===== src/rtl/ssm_consts.svh =====
// constants of the speed monitor: times, widths, frequency steps
// assumes frequencies are unsigned words in 0.1 Hz steps
`ifndef SSM_CONSTS_SVH
`define SSM_CONSTS_SVH

// =====================================================================
// clock and time
`define SSM_CLK_HZ       32'h0262_5A00 // 40 MHz core clock
`define SSM_MS_PER_S     32'h0000_03E8 // 1000 ms in one second
`define SSM_ACK_MIN_MS   32'h0000_00C8 // 200 ms shortest acknowledge
`define SSM_ACK_MAX_MS   32'h0000_1388 // 5000 ms longest acknowledge
`define SSM_SELFTEST_MS  32'h0000_0064 // 100 ms self-test duration
`define SSM_TSUP_MAX_S   6'h3C         // 60 s longest start-up time

// =====================================================================
// frequency words
`define SSM_FW           16            // width of a frequency word
`define SSM_MOVING_FREQ  16'h000A      // 1 Hz: motor counts as moving
`define SSM_FREQ_ZERO    16'h0000      // zero limit disables a check

`endif


===== src/rtl/ssm_pkg.sv =====
// types shared by the speed monitor modules
// assumes ssm_consts.svh is on the include path
`include "ssm_consts.svh"

package ssm_pkg;

    // =================================================================
    // monitoring modes selected at configuration
    typedef enum logic [2:0] {
        SSM_MODE_MAX_ONLY,
        SSM_MODE_RANGE_SUP,
        SSM_MODE_RANGE_NOSUP,
        SSM_MODE_DUAL_MAX,
        SSM_MODE_MUTING
    } ssm_mode_t;

    // =================================================================
    // static configuration word
    typedef struct packed {
        ssm_mode_t              mode;
        logic                   ack_manual;
        logic [`SSM_FW-1:0]     low_freq_limit;
        logic [`SSM_FW-1:0]     high_freq_limit_first;
        logic [`SSM_FW-1:0]     high_freq_limit_second;
        logic [`SSM_FW-1:0]     hysteresis;
        logic [5:0]             startup_supervision_time;
    } ssm_cfg_t;

    // comparison flags of one evaluation channel
    typedef struct packed {
        logic under;
        logic over;
        logic over_clear;
        logic min_reached;
        logic moving;
    } ssm_cmp_t;

endpackage


===== src/rtl/ssm_chan.sv =====
// one evaluation channel: limit comparison on a measured frequency
// assumes freq is a same-clock word from the measuring front end
`timescale 1ns/10ps
`include "ssm_consts.svh"

module ssm_chan #(
    parameter int FW = `SSM_FW
) (
    input  wire logic             core_clk,
    input  wire logic             nrst,
    input  wire logic [FW-1:0]    freq,
    input  wire ssm_pkg::ssm_cfg_t cfg,
    input  wire logic             sel_second,
    output ssm_pkg::ssm_cmp_t     cmp
);

    ssm_pkg::ssm_cmp_t next_cmp;
    logic [FW-1:0]     hi_lim;

    if (FW != `SSM_FW) begin : g_bad_width
        $error("ssm_chan: FW must match the configuration word");
    end

    // saturating subtract and add of limit words
    function automatic logic [FW-1:0] lim_sub(input logic [FW-1:0] a,
                                              input logic [FW-1:0] b);
        lim_sub = (a > b) ? a - b : '0;
    endfunction

    function automatic logic [FW-1:0] lim_add(input logic [FW-1:0] a,
                                              input logic [FW-1:0] b);
        logic [FW:0] s;
        s = {1'b0, a} + {1'b0, b};
        lim_add = s[FW] ? '1 : s[FW-1:0];
    endfunction

    // =================================================================
    // comparisons; release always against first limit less hysteresis
    always_comb begin
        hi_lim = sel_second ? cfg.high_freq_limit_second
                            : cfg.high_freq_limit_first;
        next_cmp.over        = freq > hi_lim;
        next_cmp.over_clear  = freq < lim_sub(cfg.high_freq_limit_first,
                                              cfg.hysteresis);
        next_cmp.under       = (cfg.low_freq_limit != `SSM_FREQ_ZERO) &&
                               (freq < cfg.low_freq_limit);
        next_cmp.min_reached = freq >= lim_add(cfg.low_freq_limit,
                                               cfg.hysteresis);
        next_cmp.moving      = freq > `SSM_MOVING_FREQ;
    end

    always_ff @(posedge core_clk or negedge nrst) begin
        if (!nrst) begin
            cmp <= '0;
        end else begin
            cmp <= next_cmp;
        end
    end

endmodule // ssm_chan


===== src/rtl/ssm_monitor.sv =====
// speed monitor control: two-channel limit check, relay pair, ack
// assumes frequency words come from two same-clock measuring channels
// and that pins (ack, mode inputs, external error) are asynchronous
`timescale 1ns/10ps
`include "ssm_consts.svh"

module ssm_monitor #(
    parameter int FW           = `SSM_FW,
    parameter int ACK_MIN_CYC  = `SSM_CLK_HZ / `SSM_MS_PER_S
                                 * `SSM_ACK_MIN_MS,
    parameter int ACK_MAX_CYC  = `SSM_CLK_HZ / `SSM_MS_PER_S
                                 * `SSM_ACK_MAX_MS,
    parameter int SELFTEST_CYC = `SSM_CLK_HZ / `SSM_MS_PER_S
                                 * `SSM_SELFTEST_MS,
    parameter int SEC_CYC      = `SSM_CLK_HZ
) (
    input  wire logic              core_clk,
    input  wire logic              nrst,
    input  wire ssm_pkg::ssm_cfg_t cfg,
    input  wire logic [FW-1:0]     freq_a,
    input  wire logic [FW-1:0]     freq_b,
    input  wire logic              self_test_fail,
    input  wire logic              ack_in,
    input  wire logic              mode_input_a,
    input  wire logic              mode_input_b,
    input  wire logic              ext_error,
    output logic                   relay_a,
    output logic                   relay_b,
    output logic                   enable_state_output,
    output logic                   readiness_output,
    output logic                   led_ok_green,
    output logic                   led_ok_red
);

    localparam int ACW = $clog2(ACK_MAX_CYC + 2);
    localparam int TCW = $clog2(SELFTEST_CYC + 1);
    localparam int SCW = $clog2(SEC_CYC + 1);
    localparam logic [ACW-1:0] ACK_MIN = ACW'(ACK_MIN_CYC);
    localparam logic [ACW-1:0] ACK_MAX = ACW'(ACK_MAX_CYC);
    localparam logic [TCW-1:0] TEST_END = TCW'(SELFTEST_CYC - 1);
    localparam logic [SCW-1:0] SEC_END = SCW'(SEC_CYC - 1);

    if (FW != `SSM_FW || ACK_MIN_CYC < 1 || ACK_MAX_CYC <= ACK_MIN_CYC ||
        SELFTEST_CYC < 1 || SEC_CYC < 1) begin : g_bad_param
        $error("ssm_monitor: unusable parameter values");
    end

    typedef enum logic [1:0] {ST_TEST, ST_OFF, ST_ON, ST_ERR} ssm_state_t;

    // =================================================================
    // pin synchronisers and channel comparators
    logic [3:0]        pin_s;
    logic              ack_lvl;
    logic              in_a;
    logic              in_b;
    logic              ext_s;
    ssm_pkg::ssm_cmp_t cmp_a;
    ssm_pkg::ssm_cmp_t cmp_b;
    logic              sel_second;
    logic              muted;

    ssm_sync #(.W(4)) u_sync (
        .core_clk (core_clk),
        .nrst     (nrst),
        .din      ({ack_in, mode_input_a, mode_input_b, ext_error}),
        .dout     (pin_s)
    );

    assign {ack_lvl, in_a, in_b, ext_s} = pin_s;

    assign sel_second = (cfg.mode == ssm_pkg::SSM_MODE_DUAL_MAX) &&
                        in_a && in_b;
    assign muted = (cfg.mode == ssm_pkg::SSM_MODE_MUTING) && in_a && in_b;

    ssm_chan #(.FW(FW)) u_ch_a (
        .core_clk   (core_clk),
        .nrst       (nrst),
        .freq       (freq_a),
        .cfg        (cfg),
        .sel_second (sel_second),
        .cmp        (cmp_a)
    );

    ssm_chan #(.FW(FW)) u_ch_b (
        .core_clk   (core_clk),
        .nrst       (nrst),
        .freq       (freq_b),
        .cfg        (cfg),
        .sel_second (sel_second),
        .cmp        (cmp_b)
    );

    // =================================================================
    // fault decode
    logic mismatch;
    logic err_now;
    logic min_on;
    logic sup_on;

    assign mismatch = cmp_a != cmp_b;
    assign err_now  = mismatch || ext_s;
    // minimum checked only in range modes with nonzero limit
    assign min_on = (cfg.low_freq_limit != `SSM_FREQ_ZERO) &&
                    (cfg.mode == ssm_pkg::SSM_MODE_RANGE_SUP ||
                     cfg.mode == ssm_pkg::SSM_MODE_RANGE_NOSUP);
    assign sup_on = min_on && (cfg.mode == ssm_pkg::SSM_MODE_RANGE_SUP) &&
                    (cfg.startup_supervision_time != 6'h00);

    // =================================================================
    // manual acknowledge pulse-width check
    logic           ack_prev;
    logic           next_ack_prev;
    logic [ACW-1:0] ack_cnt;
    logic [ACW-1:0] next_ack_cnt;
    logic           ack_ok;
    logic           next_ack_ok;
    logic           ack_evt;

    // count high time, judge it at falling edge
    always_comb begin
        next_ack_prev = ack_lvl;
        next_ack_cnt  = ack_cnt;
        next_ack_ok   = 1'b0;
        if (ack_lvl) begin
            if (ack_cnt <= ACK_MAX) begin
                next_ack_cnt = ack_cnt + 1'b1;
            end
        end else begin
            next_ack_cnt = '0;
            if (ack_prev) begin
                next_ack_ok = (ack_cnt >= ACK_MIN) && (ack_cnt <= ACK_MAX);
            end
        end
    end

    always_ff @(posedge core_clk or negedge nrst) begin
        if (!nrst) begin
            ack_prev <= 1'b0;
            ack_cnt  <= '0;
            ack_ok   <= 1'b0;
        end else begin
            ack_prev <= next_ack_prev;
            ack_cnt  <= next_ack_cnt;
            ack_ok   <= next_ack_ok;
        end
    end

    // automatic mode takes the steady level as acknowledge
    assign ack_evt = cfg.ack_manual ? ack_ok : ack_lvl;

    // =================================================================
    // start-up supervision timer
    ssm_state_t     state;
    ssm_state_t     next_state;
    logic           start_sup;
    logic           sup_run;
    logic           next_sup_run;
    logic [SCW-1:0] sec_cnt;
    logic [SCW-1:0] next_sec_cnt;
    logic [5:0]     sup_left;
    logic [5:0]     next_sup_left;
    logic           sup_exp;
    logic           next_sup_exp;

    // loads only when idle, so no retrigger while running
    always_comb begin
        next_sup_run  = sup_run;
        next_sec_cnt  = sec_cnt;
        next_sup_left = sup_left;
        next_sup_exp  = 1'b0;
        if (!sup_run) begin
            if (start_sup) begin
                next_sup_run  = 1'b1;
                next_sec_cnt  = '0;
                next_sup_left = (cfg.startup_supervision_time >
                                 `SSM_TSUP_MAX_S) ? `SSM_TSUP_MAX_S
                                : cfg.startup_supervision_time;
            end
        end else if (state != ST_ON || cmp_a.min_reached) begin
            next_sup_run = 1'b0;
        end else if (sec_cnt == SEC_END) begin
            next_sec_cnt = '0;
            if (sup_left <= 6'h01) begin
                next_sup_run = 1'b0;
                next_sup_exp = 1'b1;
            end else begin
                next_sup_left = sup_left - 1'b1;
            end
        end else begin
            next_sec_cnt = sec_cnt + 1'b1;
        end
    end

    always_ff @(posedge core_clk or negedge nrst) begin
        if (!nrst) begin
            sup_run  <= 1'b0;
            sec_cnt  <= '0;
            sup_left <= 6'h00;
            sup_exp  <= 1'b0;
        end else begin
            sup_run  <= next_sup_run;
            sec_cnt  <= next_sec_cnt;
            sup_left <= next_sup_left;
            sup_exp  <= next_sup_exp;
        end
    end

    // =================================================================
    // main state machine and registered outputs
    logic           trip_over;
    logic           trip_under;
    logic           ok_close;
    logic [TCW-1:0] test_cnt;
    logic [TCW-1:0] next_test_cnt;
    logic           next_relay;
    logic           next_ready;
    logic           next_red;

    assign trip_over  = cmp_a.over && !muted;
    assign trip_under = min_on && cmp_a.under && !sup_run && !muted;
    // reclose only with every speed fault gone (minimum waived under start-up supervision), or while muted
    assign ok_close = muted ||
        (cmp_a.over_clear && (!min_on || sup_on || cmp_a.min_reached) &&
         (!(sup_on && !cfg.ack_manual) || cmp_a.moving));

    always_comb begin
        next_state    = state;
        next_test_cnt = test_cnt;
        start_sup     = 1'b0;
        unique case (state)
            ST_TEST: begin
                next_test_cnt = test_cnt + 1'b1;
                if (test_cnt == TEST_END) begin
                    next_state = self_test_fail ? ST_ERR : ST_OFF;
                end
            end
            ST_OFF: begin
                if (err_now) begin
                    next_state = ST_ERR;
                end else if (ack_evt && ok_close) begin
                    next_state = ST_ON;
                    start_sup  = sup_on && !muted;
                end
            end
            // open on unmuted overspeed, on underspeed while start-up timer idle, on its expiry or on error
            ST_ON: begin
                if (err_now) begin
                    next_state = ST_ERR;
                end else if (trip_over || trip_under || sup_exp) begin
                    next_state = ST_OFF;
                end
            end
            ST_ERR: begin
                if (cfg.ack_manual && ack_ok && !err_now) begin
                    next_state = ST_OFF;
                end
            end
        endcase
        next_relay = next_state == ST_ON;
        // ready only outside test and error
        next_ready = next_state == ST_OFF || next_state == ST_ON;
        next_red   = !next_ready;
    end

    always_ff @(posedge core_clk or negedge nrst) begin
        if (!nrst) begin
            state               <= ST_TEST;
            test_cnt            <= '0;
            relay_a             <= 1'b0;
            relay_b             <= 1'b0;
            enable_state_output <= 1'b0;
            readiness_output    <= 1'b0;
            led_ok_green        <= 1'b0;
            led_ok_red          <= 1'b1;
        end else begin
            state               <= next_state;
            test_cnt            <= next_test_cnt;
            relay_a             <= next_relay;
            relay_b             <= next_relay;
            enable_state_output <= next_relay;
            readiness_output    <= next_ready;
            led_ok_green        <= next_ready;
            led_ok_red          <= next_red;
        end
    end

    // =================================================================
    // checks
    a_relays_together: assert property (@(posedge core_clk)
        disable iff (!nrst) relay_a == relay_b)
        else $error("relay channels differ");
    a_status_follows: assert property (@(posedge core_clk)
        disable iff (!nrst) enable_state_output == relay_a)
        else $error("first status output does not follow path");
    a_test_open_red: assert property (@(posedge core_clk)
        disable iff (!nrst) state == ST_TEST |-> !relay_a && led_ok_red)
        else $error("path closed or not red during self-test");
    a_test_pass_green: assert property (@(posedge core_clk)
        disable iff (!nrst) state == ST_TEST && test_cnt == TEST_END &&
        !self_test_fail |=> led_ok_green && !led_ok_red)
        else $error("no green after passed self-test");
    a_over_opens: assert property (@(posedge core_clk)
        disable iff (!nrst) state == ST_ON && trip_over |=> !relay_a)
        else $error("overspeed did not open path");
    a_under_opens: assert property (@(posedge core_clk)
        disable iff (!nrst) state == ST_ON && trip_under |=> !relay_b)
        else $error("underspeed did not open path");
    a_error_drops_ready: assert property (@(posedge core_clk)
        disable iff (!nrst) err_now && state != ST_TEST
        |=> !readiness_output && !relay_a)
        else $error("error left readiness or path on");
    a_mismatch_error: assert property (@(posedge core_clk)
        disable iff (!nrst) $rose(mismatch) && state != ST_TEST
        |=> state == ST_ERR)
        else $error("channel disagreement not treated as error");
    a_short_ack_ignored: assert property (@(posedge core_clk)
        disable iff (!nrst) $fell(ack_lvl) && ack_cnt < ACK_MIN
        |=> !ack_ok)
        else $error("short acknowledge pulse accepted");
    a_ack_window: assert property (@(posedge core_clk)
        disable iff (!nrst) ack_ok |-> $past(ack_cnt) >= ACK_MIN &&
        $past(ack_cnt) <= ACK_MAX && !ack_lvl)
        else $error("acknowledge outside pulse window");
    a_sup_no_retrig: assert property (@(posedge core_clk)
        disable iff (!nrst) sup_run && $past(sup_run)
        |-> sup_left <= $past(sup_left))
        else $error("start-up timer restarted while running");

endmodule // ssm_monitor


===== src/rtl/ssm_sync.sv =====
// two-stage synchroniser for asynchronous pin levels
// assumes inputs are quasi-static levels from terminals
`timescale 1ns/10ps

module ssm_sync #(
    parameter int W = 4
) (
    input  wire logic         core_clk,
    input  wire logic         nrst,
    input  wire logic [W-1:0] din,
    output logic      [W-1:0] dout
);

    logic [W-1:0] stage1;

    // =================================================================
    // first stage feeds only the second
    always_ff @(posedge core_clk or negedge nrst) begin
        if (!nrst) begin
            stage1 <= '0;
            dout   <= '0;
        end else begin
            stage1 <= din;
            dout   <= stage1;
        end
    end

endmodule // ssm_sync

===== config.mk =====
export PLATFORM = sky130hd
export DESIGN_NAME = ssm_monitor
export DESIGN_NICKNAME = d
export VERILOG_FILES = /design/src/rtl/ssm_pkg.sv /design/src/rtl/ssm_chan.sv /design/src/rtl/ssm_monitor.sv /design/src/rtl/ssm_sync.sv
export VERILOG_INCLUDE_DIRS = /design/src /design/src/rtl
export SDC_FILE = /design/constraint.sdc
export NUM_CORES = 1
export LEC_CHECK = 0
export BUFFER_PORTS_ARGS = -buffer_cell sky130_fd_sc_hd__buf_4
export CAP_MARGIN = 20
export CORE_ASPECT_RATIO = 0.9
export CORE_MARGIN = 4
export CORE_UTILIZATION = 55
export CTS_BUF_LIST = sky130_fd_sc_hd__clkbuf_4 sky130_fd_sc_hd__clkbuf_8
export DETAILED_ROUTE_END_ITERATION = 7
export GPL_TIMING_DRIVEN = 1
export PLACE_DENSITY = 0.76
export SYNTH_ARGS = -nofsm -noshare
export SYNTH_HDL_FRONTEND = slang
export SYNTH_SLANG_ARGS = --single-unit

===== constraint.sdc =====
create_clock -name core_clk -period 3.15 [get_ports core_clk]
set_input_delay 0.63 -clock core_clk [delete_from_list [all_inputs] [get_ports core_clk]]
set_output_delay 0.63 -clock core_clk [all_outputs]
set_load 0.005 [all_outputs]

[Word-level counts from Yosys, hierarchy flattened]
Cells that the tools add are included.
Widths: inputs -> output; s select.
Word-level totals
  register bits: 109
  bits in latches: 0
  RAM bits: 0
  memory bits (read-only): 0
  input port bits: 113
  output and inout port bits: 6
  word-level logic and storage cells: 144
  memories: 0
Cells by class
  add/subtract/negate cells: 6
  $mul: 0
  div/mod/pow operators: 0
  $lt $le $gt $ge: 15
  equal/unequal tests: 17
  shift operators: 0
  mux-type cells: 38
  bitwise gates (word level): 0
  reductions and logical operators: 44
Operators with widths (number)
  $mux 26: 4
  $lt 16x16->1: 4
  $mux 28: 2
  $gt 16x16->1: 3
  $mux 16: 3
  $mux 6: 6
  $ge 16x16->1: 2
  $gt 16x4->1 const B: 2
  $add 28x1->28 const B: 1
  $ge 28x23->1 const B: 1
  $le 28x28->1 const B: 1
  $add 26x1->26 const B: 1
  $eq 26x26->1 const B: 1
  $add 22x1->22 const B: 1
  $eq 22x22->1 const B: 1
  $logic_and 1x1->1: 21
  $add 16x16->17: 1
  $reduce_bool 16->1: 1
  $sub 16x16->16: 1
  $mux 1: 15
  $mux 2: 7
  $logic_or 1x1->1: 10
  $ne 2x2->1 const B: 4
  $pmux 2 s4: 1
  other kinds (16): 26

[Logic depth before layout (Yosys ltp)]
Gate-level depths: netlist of run 1.
  word-level depth: 17
  depth in mapped cells: 20
  gate-level depth less buffers: 19

[By module]
From an unflattened synthesis of run 1, not the netlist that was laid out.
Unflattened totals
  cells, all modules: 1488
  area total of the unflattened synthesis: 12320.6 um^2
By module, submodules not included
  ssm_monitor: instances 1, cells an instance 582, area each 5286.3 um^2, sequential area each 2278.4 um^2
  ssm_chan (u_ch_a): instances 1, cells an instance 448, area each 3440.8 um^2, sequential area each 125.1 um^2
  ssm_chan (u_ch_b): instances 1, cells an instance 450, area each 3393.3 um^2, sequential area each 125.1 um^2
  ssm_sync: instances 1, cells an instance 8, area each 200.2 um^2, sequential area each 200.2 um^2

[Worst setup path after synthesis of run 1]
OpenSTA, ideal clock, no wires.
  path type: input to register
  from: in cfg[38] (netlist name)
  to: reg u_ch_b.cmp[2] (netlist name)
  library setup time: 94 ps
  data arrival time: 3924 ps
  required time: 3056 ps
  setup slack: -868 ps
  stages: 20
  path buffers: 1
  cell sequence: inv_1 > ha_1 > inv_1 > fa_1 > a21o_1 > a21oi_1 > o211a_1 > o31ai_1 > o41a_1 > clkbuf_1 > nand2_1 > ha_1 > a21o_1 > a21o_1 > a21o_1 > a21oi_1 > nor2b_1 > o21ai_0 > nand2b_1 > a211oi_1
RTL lines
  from (decl): line ssm_monitor.sv:19  | input wire ssm_pkg::ssm_cfg_t cfg,
  to (signal assigned): line ssm_chan.sv:56  | cmp <= next_cmp;
  to (decl): line ssm_chan.sv:14  | output ssm_pkg::ssm_cmp_t cmp

==> impl_results.md, run 1 <==
- CTS root buf: clkbuf_8
- Finished Cell Area: 12940 sq um
- Routed vias/inst: 5.874
- Nets: 1677
- Slew Viols, Final: 0
- Router iterations before antenna repair: 5
- Dpl cells: 1612
- Final ANT Viol Nets: 0
- Drt initial violations: 465
- Leak pwr: 6.307 nW
- Most frequent cell after synthesis: ha_1
- Clock Latency Late Sink: 0.39 ns
- Gp weighted congestion: 0.9255
- Pin count of the biggest net entering global routing: 50
- Number of port buffers: 118
- Slew headroom: 52.18%
- Combinational power share: 41.5%
- Worst hold path class: input port to asynchronous set/reset pin
- FF/Latch Area: 2729 sq um
- Final Util: 73.21%
- Layout cells sized above 1: 27.88%
- Critical Path RT: 3.45 ns
- DR vias: 9669
- Clock Pin Slew Worst Setup and Hold Paths: 0.10 ns
- Yosys warns: 0
- Chip height: 135.4 um
- Upper clock frequency limit: 290.3 MHz
- Top cells by area, synth: dfrtp_1, ha_1, xnor2_1, a21oi_1, a21o_1
- CP arrival: 3.75 ns
- Cell count after synthesis: 1123
- Core Region: 17670 sq um
- Die X: 149.6 um
- Placed Area: 12380 sq um
- Setup repair after global routing missed its margin: true
- Layout Cells excl Fill: 1646
- Gr ovfl total: 0
- Failing checks: setup timing
- Area growth syn-to-layout: 30.41%
- Most used DFF post-synth: dfrtp_1
- Initial Util: 56.14%
- CTS Buffer Depth: 2
- Syn nets: 1399
- Yosys top cell by area: dfrtp_1
- Status: complete, but fails checks
- Row count: 46
- Tmin final: 3.445 ns
- Synth async-reset ratio: 100.0%
- CP endpoint kind: flop
- Sequential power share: 37.3%
- Final Hold Slack: 0.1920 ns
- # diodes: 0
- Clk sinks: 109
- Clk_skew: 0.01561 ns
- Syn_area_per_cell: 8.833 sq um
- Worst R2R Setup Slack: 0.16 ns
- Clock power share: 21.2%
- PwrDens: 301.0 nW/um^2
- DIE AREA: 20250 sq um
- Worst r2r src: u_sync.dout[1]$_DFF_PN0_
- Post-Syn Area: 9920 sq um
- Drt wl/cell: 17.55 um
- WL final: 28890 um
- Final Cycle Share: 109.4%
- Vias in the first global route: 9499
- Final setup fails: 4
- CTS tree: done
- List of most frequent post-synthesis cells: ha_1, dfrtp_1, nand2_1
- Initial antenna violation count: 0
- Internal cell power: 2.558 mW
- Seq/Total Area, Yosys: 27.51%
- H-tree levels: 3
- R2r worst-path depth: 15
- Slew of the pin with the lowest slew margin: 0.7073 ns
- Total CTS buffers: 9
- Post-route setup slack: -0.2949 ns
- Top cell type's share of synthesized area: 27.25%
- Flops & latches, synth: 109
- Fillers: 1348
- First-pass GRT wire length: 46200 um
- Final hold vios: 0
- Crit Path Max Fanout: 3
- Switch share: 34.32%
- Detailed placer's ending HPWL: 23060 um
- Psw: 1.336 mW
- Setup WS pre-CTS: -0.8580 ns
- Multi-input gate area: 7276 sq um
- Distinct cells, synth: 72
- Top Ports: 119
- Crit path kind: input port to flop
- Reg-to-reg endpoint: u_ch_a.cmp[3]$_DFF_PN0_
- Residual DRC: 0
- Max cap viols: 0
- Peak supply drop: 0.1761 mV
- Gr usage total: 28.33%
- EDFF count, synth: 0
- Critical path startpoint category: input port
[power by group through the flow]
stage               Clock (mW)  Sequential, mW  Combinational (mW)
global route             0.901            1.46                1.77
finish                   0.826            1.45                1.62
floorplan                    0            1.47               0.821
CTS                      0.842            1.45                1.53
global placement             0            1.48                1.41
detailed placement           0            1.48                1.45
[cells by family after synthesis]
group | synth area share [%]
AOI/OAI and AO/OA | 17.89
xor gates and xnor gates | 6.710
adders and majority gates | 20.91
buffers and inverters | 3.204
DFF | 27.51
muxes | 2.384
and+or+nand+nor | 21.39
[routing by layer]
layer | track usage [%] | up-vias | wire [um]
met5 | 0 | - | 0
met3 | 4.015 | 73 | 1648
li1 | - | 4720 | -
met2 | 47.96 | 335 | 13930
met4 | 14.03 | 0 | 1382
met1 | 35.50 | 4541 | 11920
[layout make-up]
class                   instances  share of cell area (%)
multi-input cells             935                   56.24
flip-flops and latches        109                   21.09
repair buffers                290                   17.23
well taps                     240                   2.321
inverters                      56                   1.683
clock buffers                  10                   1.016
clock inverters                 6                  0.4159
[critical path: stages]
cell and delay, ns:
buf_6 0.10, inv_4 0.05, ha_4 0.14, inv_4 0.04, fa_2 0.35, a21o_1 0.17, a21oi_2 0.19, o211ai_1 0.15
a21o_1 0.21, a21oi_1 0.19, xnor2_1 0.16, nand2_1 0.11, ha_1 0.30, a21o_1 0.19, a21o_1 0.16, a21oi_2 0.12
nor2b_1 0.07, o21ai_1 0.16, nand2b_1 0.09, a211oi_2 0.18
[flip-flops by register name (all words and copies together), names as in the netlist, 2 cells and up]
register and flops:
ack_cnt 28, u_sync.dout 4, sec_cnt 26, test_cnt 22, u_ch_a.cmp 5, state 2, u_sync.stage1 4, u_ch_b.cmp 5
sup_left 6
[worst max-delay path by stage]
| stage | start | to | slack (ns) | depth (start not counted) |
|---|---|---|---|---|
| 2_1_floorplan | cfg[6] | u_ch_b.cmp[1]$_DFF_PN0_ | -0.38 | 15 |
| 3_3_place_gp | cfg[6] | u_ch_b.cmp[1]$_DFF_PN0_ | -0.62 | 16 |
| 3_5_place_dp | cfg[6] | u_ch_b.cmp[2]$_DFF_PN0_ | -0.86 | 18 |
| 4_1_cts | cfg[38] | u_ch_b.cmp[2]$_DFF_PN0_ | -0.19 | 22 |
| 5_1_grt | cfg[38] | u_ch_b.cmp[2]$_DFF_PN0_ | -0.42 | 20 |
| 6_report | cfg[38] | u_ch_b.cmp[2]$_DFF_PN0_ | -0.29 | 20 |
[what timing repair did]
| item | CTS | global route |
|---|---|---|
| buffers inserted | 13 | 7 |
| endpoints found under the setup margin | 4 | 4 |
| hold buffers | 0 | 0 |
| resized for setup | 30 | 20 |
| pin swaps | 42 | 31 |
| endpoints found under the hold margin | 0 | 0 |
[cell usage in the layout, fill, tap and decap left out, drive strengths merged, types with 13 or more instances in the layout]
master	n
buf	290
ha	161
dfrtp	108
nand2	81
nor2	73
a21oi	67
inv	60
o21ai	55
xnor2	53
a21o	41
nand3	39
nand4	36
nor4	24
nor3	24
nor2b	23
xor2	23
and2	23
mux2i	18
and3	17
o21a	16
a31oi	15
nand2b	14
o31ai	13
[stage by stage]
step / setup TNS, ns / total power, mW
floorplan: -1.205 / 2.292
global placement: -2.510 / 2.887
detailed placement: -3.322 / 2.935
CTS: -0.4642 / 3.828
global route: -1.226 / 4.131
finish: -0.7322 / 3.894
(Power assumes the default switching activity.)
==> inputs of run 2 (changes only) <==
--- a/config.mk
+++ b/config.mk
@@ -7,14 +7,15 @@
 export NUM_CORES = 1
 export LEC_CHECK = 0
 export BUFFER_PORTS_ARGS = -buffer_cell sky130_fd_sc_hd__buf_4
-export CAP_MARGIN = 20
+export CAP_MARGIN = 0
 export CORE_ASPECT_RATIO = 0.9
-export CORE_MARGIN = 4
+export CORE_MARGIN = 2
 export CORE_UTILIZATION = 55
 export CTS_BUF_LIST = sky130_fd_sc_hd__clkbuf_4 sky130_fd_sc_hd__clkbuf_8
 export DETAILED_ROUTE_END_ITERATION = 7
 export GPL_TIMING_DRIVEN = 1
 export PLACE_DENSITY = 0.76
+export RECOVER_POWER = 100
 export SYNTH_ARGS = -nofsm -noshare
 export SYNTH_HDL_FRONTEND = slang
 export SYNTH_SLANG_ARGS = --single-unit
==> run 2 against run 1 <==
Compared with the run above:
- via count decreased by 0.85%
- clock skew increased by 0.00086 ns
- critical endpoint unchanged
- global-route usage increased by 1.9 points
- the flow finishes with violations (capacitance limit, slew limit, setup timing)
- count of clock-buffer cells in the layout decreased by 1
- combinational power increased by 2%
==> impl_results.md, run 2 (same netlist as run 1, synthesis figures left out) <==
- Post-route setup slack: -0.1621 ns (+0.1329 ns)
- First-pass GRT wire length: 46910 um (+1.5%)
- CTS tree: done
- Most common cell after layout, fill and taps aside: buf_4
- Total CTS buffers: 9 (unchanged)
- Critical Path RT: 3.45 ns (about the same)
- Crit Path Max Fanout: 6 (+3)
- Failing checks: capacitance limit, slew limit, setup timing
- Sequential power share: 36.0% (-1.3 points)
- Largest registers: ack_cnt x28, sec_cnt x26, test_cnt x22
- WL final: 28950 um (+0.23%)
- Row count: 46 (unchanged)
- Combinational power share: 41.3% (-0.2 points)
- Gr usage total: 30.19% (+1.9 points)
- Max reg flops: 28 (unchanged)
- Detailed placer's ending HPWL: 23160 um (+0.42%)
- Slew of the pin with the lowest slew margin: 2.174 ns (+1.466 ns)
- Psw: 1.375 mW (+2.8%)
- Number of port buffers: 118 (unchanged)
- Worst hold path class: input port to flop
- Setup repair after global routing missed its margin: true
- Internal cell power: 2.650 mW (+3.6%)
- Top reg by flops: ack_cnt
- Final hold vios: 0 (unchanged)
- Fillers: 1346 (-0.15%)
- Critical path startpoint category: input port
- Chip height: 131.4 um (-3.0%)
- Router iterations before antenna repair: 5 (unchanged)
- Commonest non-fill, non-tap cells in the layout: buf_4, ha_1, dfrtp_1
- Peak supply drop: 0.2003 mV (+14%)
- Critical path's slowest cell: a2111oi_4
- PwrDens: 309.7 nW/um^2 (+2.9%)
- Final Cycle Share: 105.1% (-4.2 points)
- CP arrival: 3.62 ns (-0.13 ns)
- Switch share: 34.15% (-0.17 points)
- Worst path max stage delay: 0.38 ns (+0.03 ns)
- DIE AREA: 19130 sq um (-5.5%)
- Core Region: 17670 sq um (unchanged)
- H-tree levels: 3 (unchanged)
- Tmin final: 3.312 ns (-0.1329 ns)
- Drt initial violations: 548 (+18%)
- Initial antenna violation count: 0 (unchanged)
- Gp weighted congestion: 0.9553 (+3.2%)
- Layout cells sized above 1: 27.85% (-0.032 points)
- Clock power share: 22.7% (+1.5 points)
- DR vias: 9587 (-0.85%)
- Slew Viols, Final: 44 (+44)
- Clk_skew: 0.01647 ns (+0.0008577 ns)
- Clock Latency Late Sink: 0.40 ns (about the same)
- Clock Pin Slew Worst Setup and Hold Paths: 0.12 ns (+0.02 ns)
- Final Util: 73.54% (+0.33 points)
- Upper clock frequency limit: 301.9 MHz (+4.0%)
- Top Ports: 119 (unchanged)
- Gr ovfl total: 0 (unchanged)
- Hold path depth: 1
- Slew headroom: -44.90% (-97 points)
- Final ANT Viol Nets: 0 (unchanged)
- Routed vias/inst: 5.832 (-0.73%)
- Clk sinks: 109 (unchanged)
- Initial Util: 56.14% (unchanged)
- Pin count of the biggest net entering global routing: 44 (-12%)
- Vias in the first global route: 9504 (+0.053%)
- Crit path kind: input port to flop
- Area growth syn-to-layout: 31.00%
- # diodes: 0 (unchanged)
- CP endpoint kind: flop
- Nets: 1675 (-0.12%)
- Drt wl/cell: 17.61 um (+0.35%)
- Max cap viols: 1 (+1)
- Status: complete, but fails checks
- Die X: 145.6 um (-2.7%)
- Residual DRC: 0 (unchanged)
- CTS root buf: clkbuf_8
- Leak pwr: 6.263 nW (-0.70%)
- R2r worst-path depth: 14 (-1)
- Final Hold Slack: 0.3505 ns (+0.1585 ns)
- CTS Buffer Depth: 2 (unchanged)
- CP cell instances: buf_4 -> inv_1 -> ha_1 -> a21o_1 -> a21o_1 -> a221oi_4 -> o31ai_4 -> o41a_1 -> buf_6 -> nand2_4 -> ha_4 -> and4_1 -> buf_4 -> a2111oi_4 -> nor3_2 -> a211oi_2
- Final setup fails: 4 (unchanged)
==> run 2: cell count changes in the layout (fill, tap and decap cells not counted), moves of 3 or more <==
cell / previous run / this run
a21oi_1: 57 / 52
a21oi_2: 8 / 15
and2_0: 0 / 19
and2_1: 23 / 4
buf_4: 282 / 255
clkbuf_1: 0 / 9
clkbuf_2: 0 / 5
clkbuf_4: 1 / 13
ha_1: 149 / 142
ha_4: 12 / 19
nand2_1: 78 / 74
nand2_4: 2 / 5
==> run 2: final cells by class <==
class	instances	area (sq um)	area share [%]
Inverter	56	216.5	1.666
Clock inverter	7	88.84	0.6836
Timing Repair Buffer	288	2136	16.44
Tap cell	240	300.3	2.311
Sequential cell	109	2729	21.00
Clock buffer	9	123.9	0.9532
Multi-Input combinational cell	935	7401	56.95
==> run 2: routing by layer <==
| metal | vias to the layer above | routed length [um] | GRT usage [%] |
|---|---|---|---|
| met4 | 0 | 1474 | 14.76 |
| met5 | - | 0 | 0 |
| met3 | 74 | 1333 | 3.576 |
| li1 | 4713 | - | - |
| met1 | 4498 | 12280 | 38.14 |
| met2 | 302 | 13870 | 51.32 |
==> run 2: per-stage QoR <==
| stage | instance area [sq um] | worst slack [ns] | cells | setup TNS, ns | total power, mW |
|---|---|---|---|---|---|
| 5_1_grt | 13000 | -0.3079 | 1644 | -5.155 | 4.244 |
| 3_3_place_gp | 12420 | -0.6063 | 1619 | -2.621 | 2.924 |
| 4_1_cts | 12860 | -0.1810 | 1642 | -0.4212 | 3.941 |
| 2_1_floorplan | 10130 | -0.3792 | 1123 | -1.205 | 2.292 |
| 6_report | 13000 | -0.1621 | 1644 | -0.4638 | 4.025 |
| 3_5_place_dp | 12420 | -0.8094 | 1619 | -3.377 | 2.958 |
==> run 2: repair_timing <==
action	CTS	global route
pin swaps	46	35
endpoints found under the hold margin	0	0
resized for setup	37	31
setup endpoints to repair	4	5
hold buffers	0	0
setup buffers	9	2
==> run 2: final timing paths <==
check | start | end | slack (ns)
min in group asynchronous | nrst | sec_cnt[16]$_DFFE_PN0P_ | 0.87
worst min-delay path | mode_input_b | u_sync.stage1[1]$_DFF_PN0_ | 0.35
worst max register to register | u_sync.dout[1]$_DFF_PN0_ | u_ch_b.cmp[3]$_DFF_PN0_ | 0.12
worst min register to register | u_sync.stage1[3]$_DFF_PN0_ | u_sync.dout[3]$_DFF_PN0_ | 0.37
max in group asynchronous | nrst | ack_cnt[22]$_DFFE_PN0P_ | 0.50
worst max-delay path | cfg[19] | u_ch_b.cmp[2]$_DFF_PN0_ | -0.16
==> run 2: critical path, delay by kind of cell <==
| family | cells | cell delay (ns) |
|---|---|---|
| AO/OA/AOI/OAI | 7 | 1.59 |
| adder cells (fa/ha/maj) | 2 | 0.47 |
| buffers and inverters | 4 | 0.56 |
| AND/OR/NAND/NOR | 3 | 0.35 |
==> run 2: power by group through the flow <==
stage | Sequential, mW | Clock, mW | Combinational, mW
after CTS | 1.45 | 0.926 | 1.57
after detailed placement | 1.48 | 0 | 1.48
after floorplan | 1.47 | 0 | 0.821
after global routing | 1.45 | 0.970 | 1.82
final | 1.45 | 0.913 | 1.66
after global placement | 1.48 | 0 | 1.45
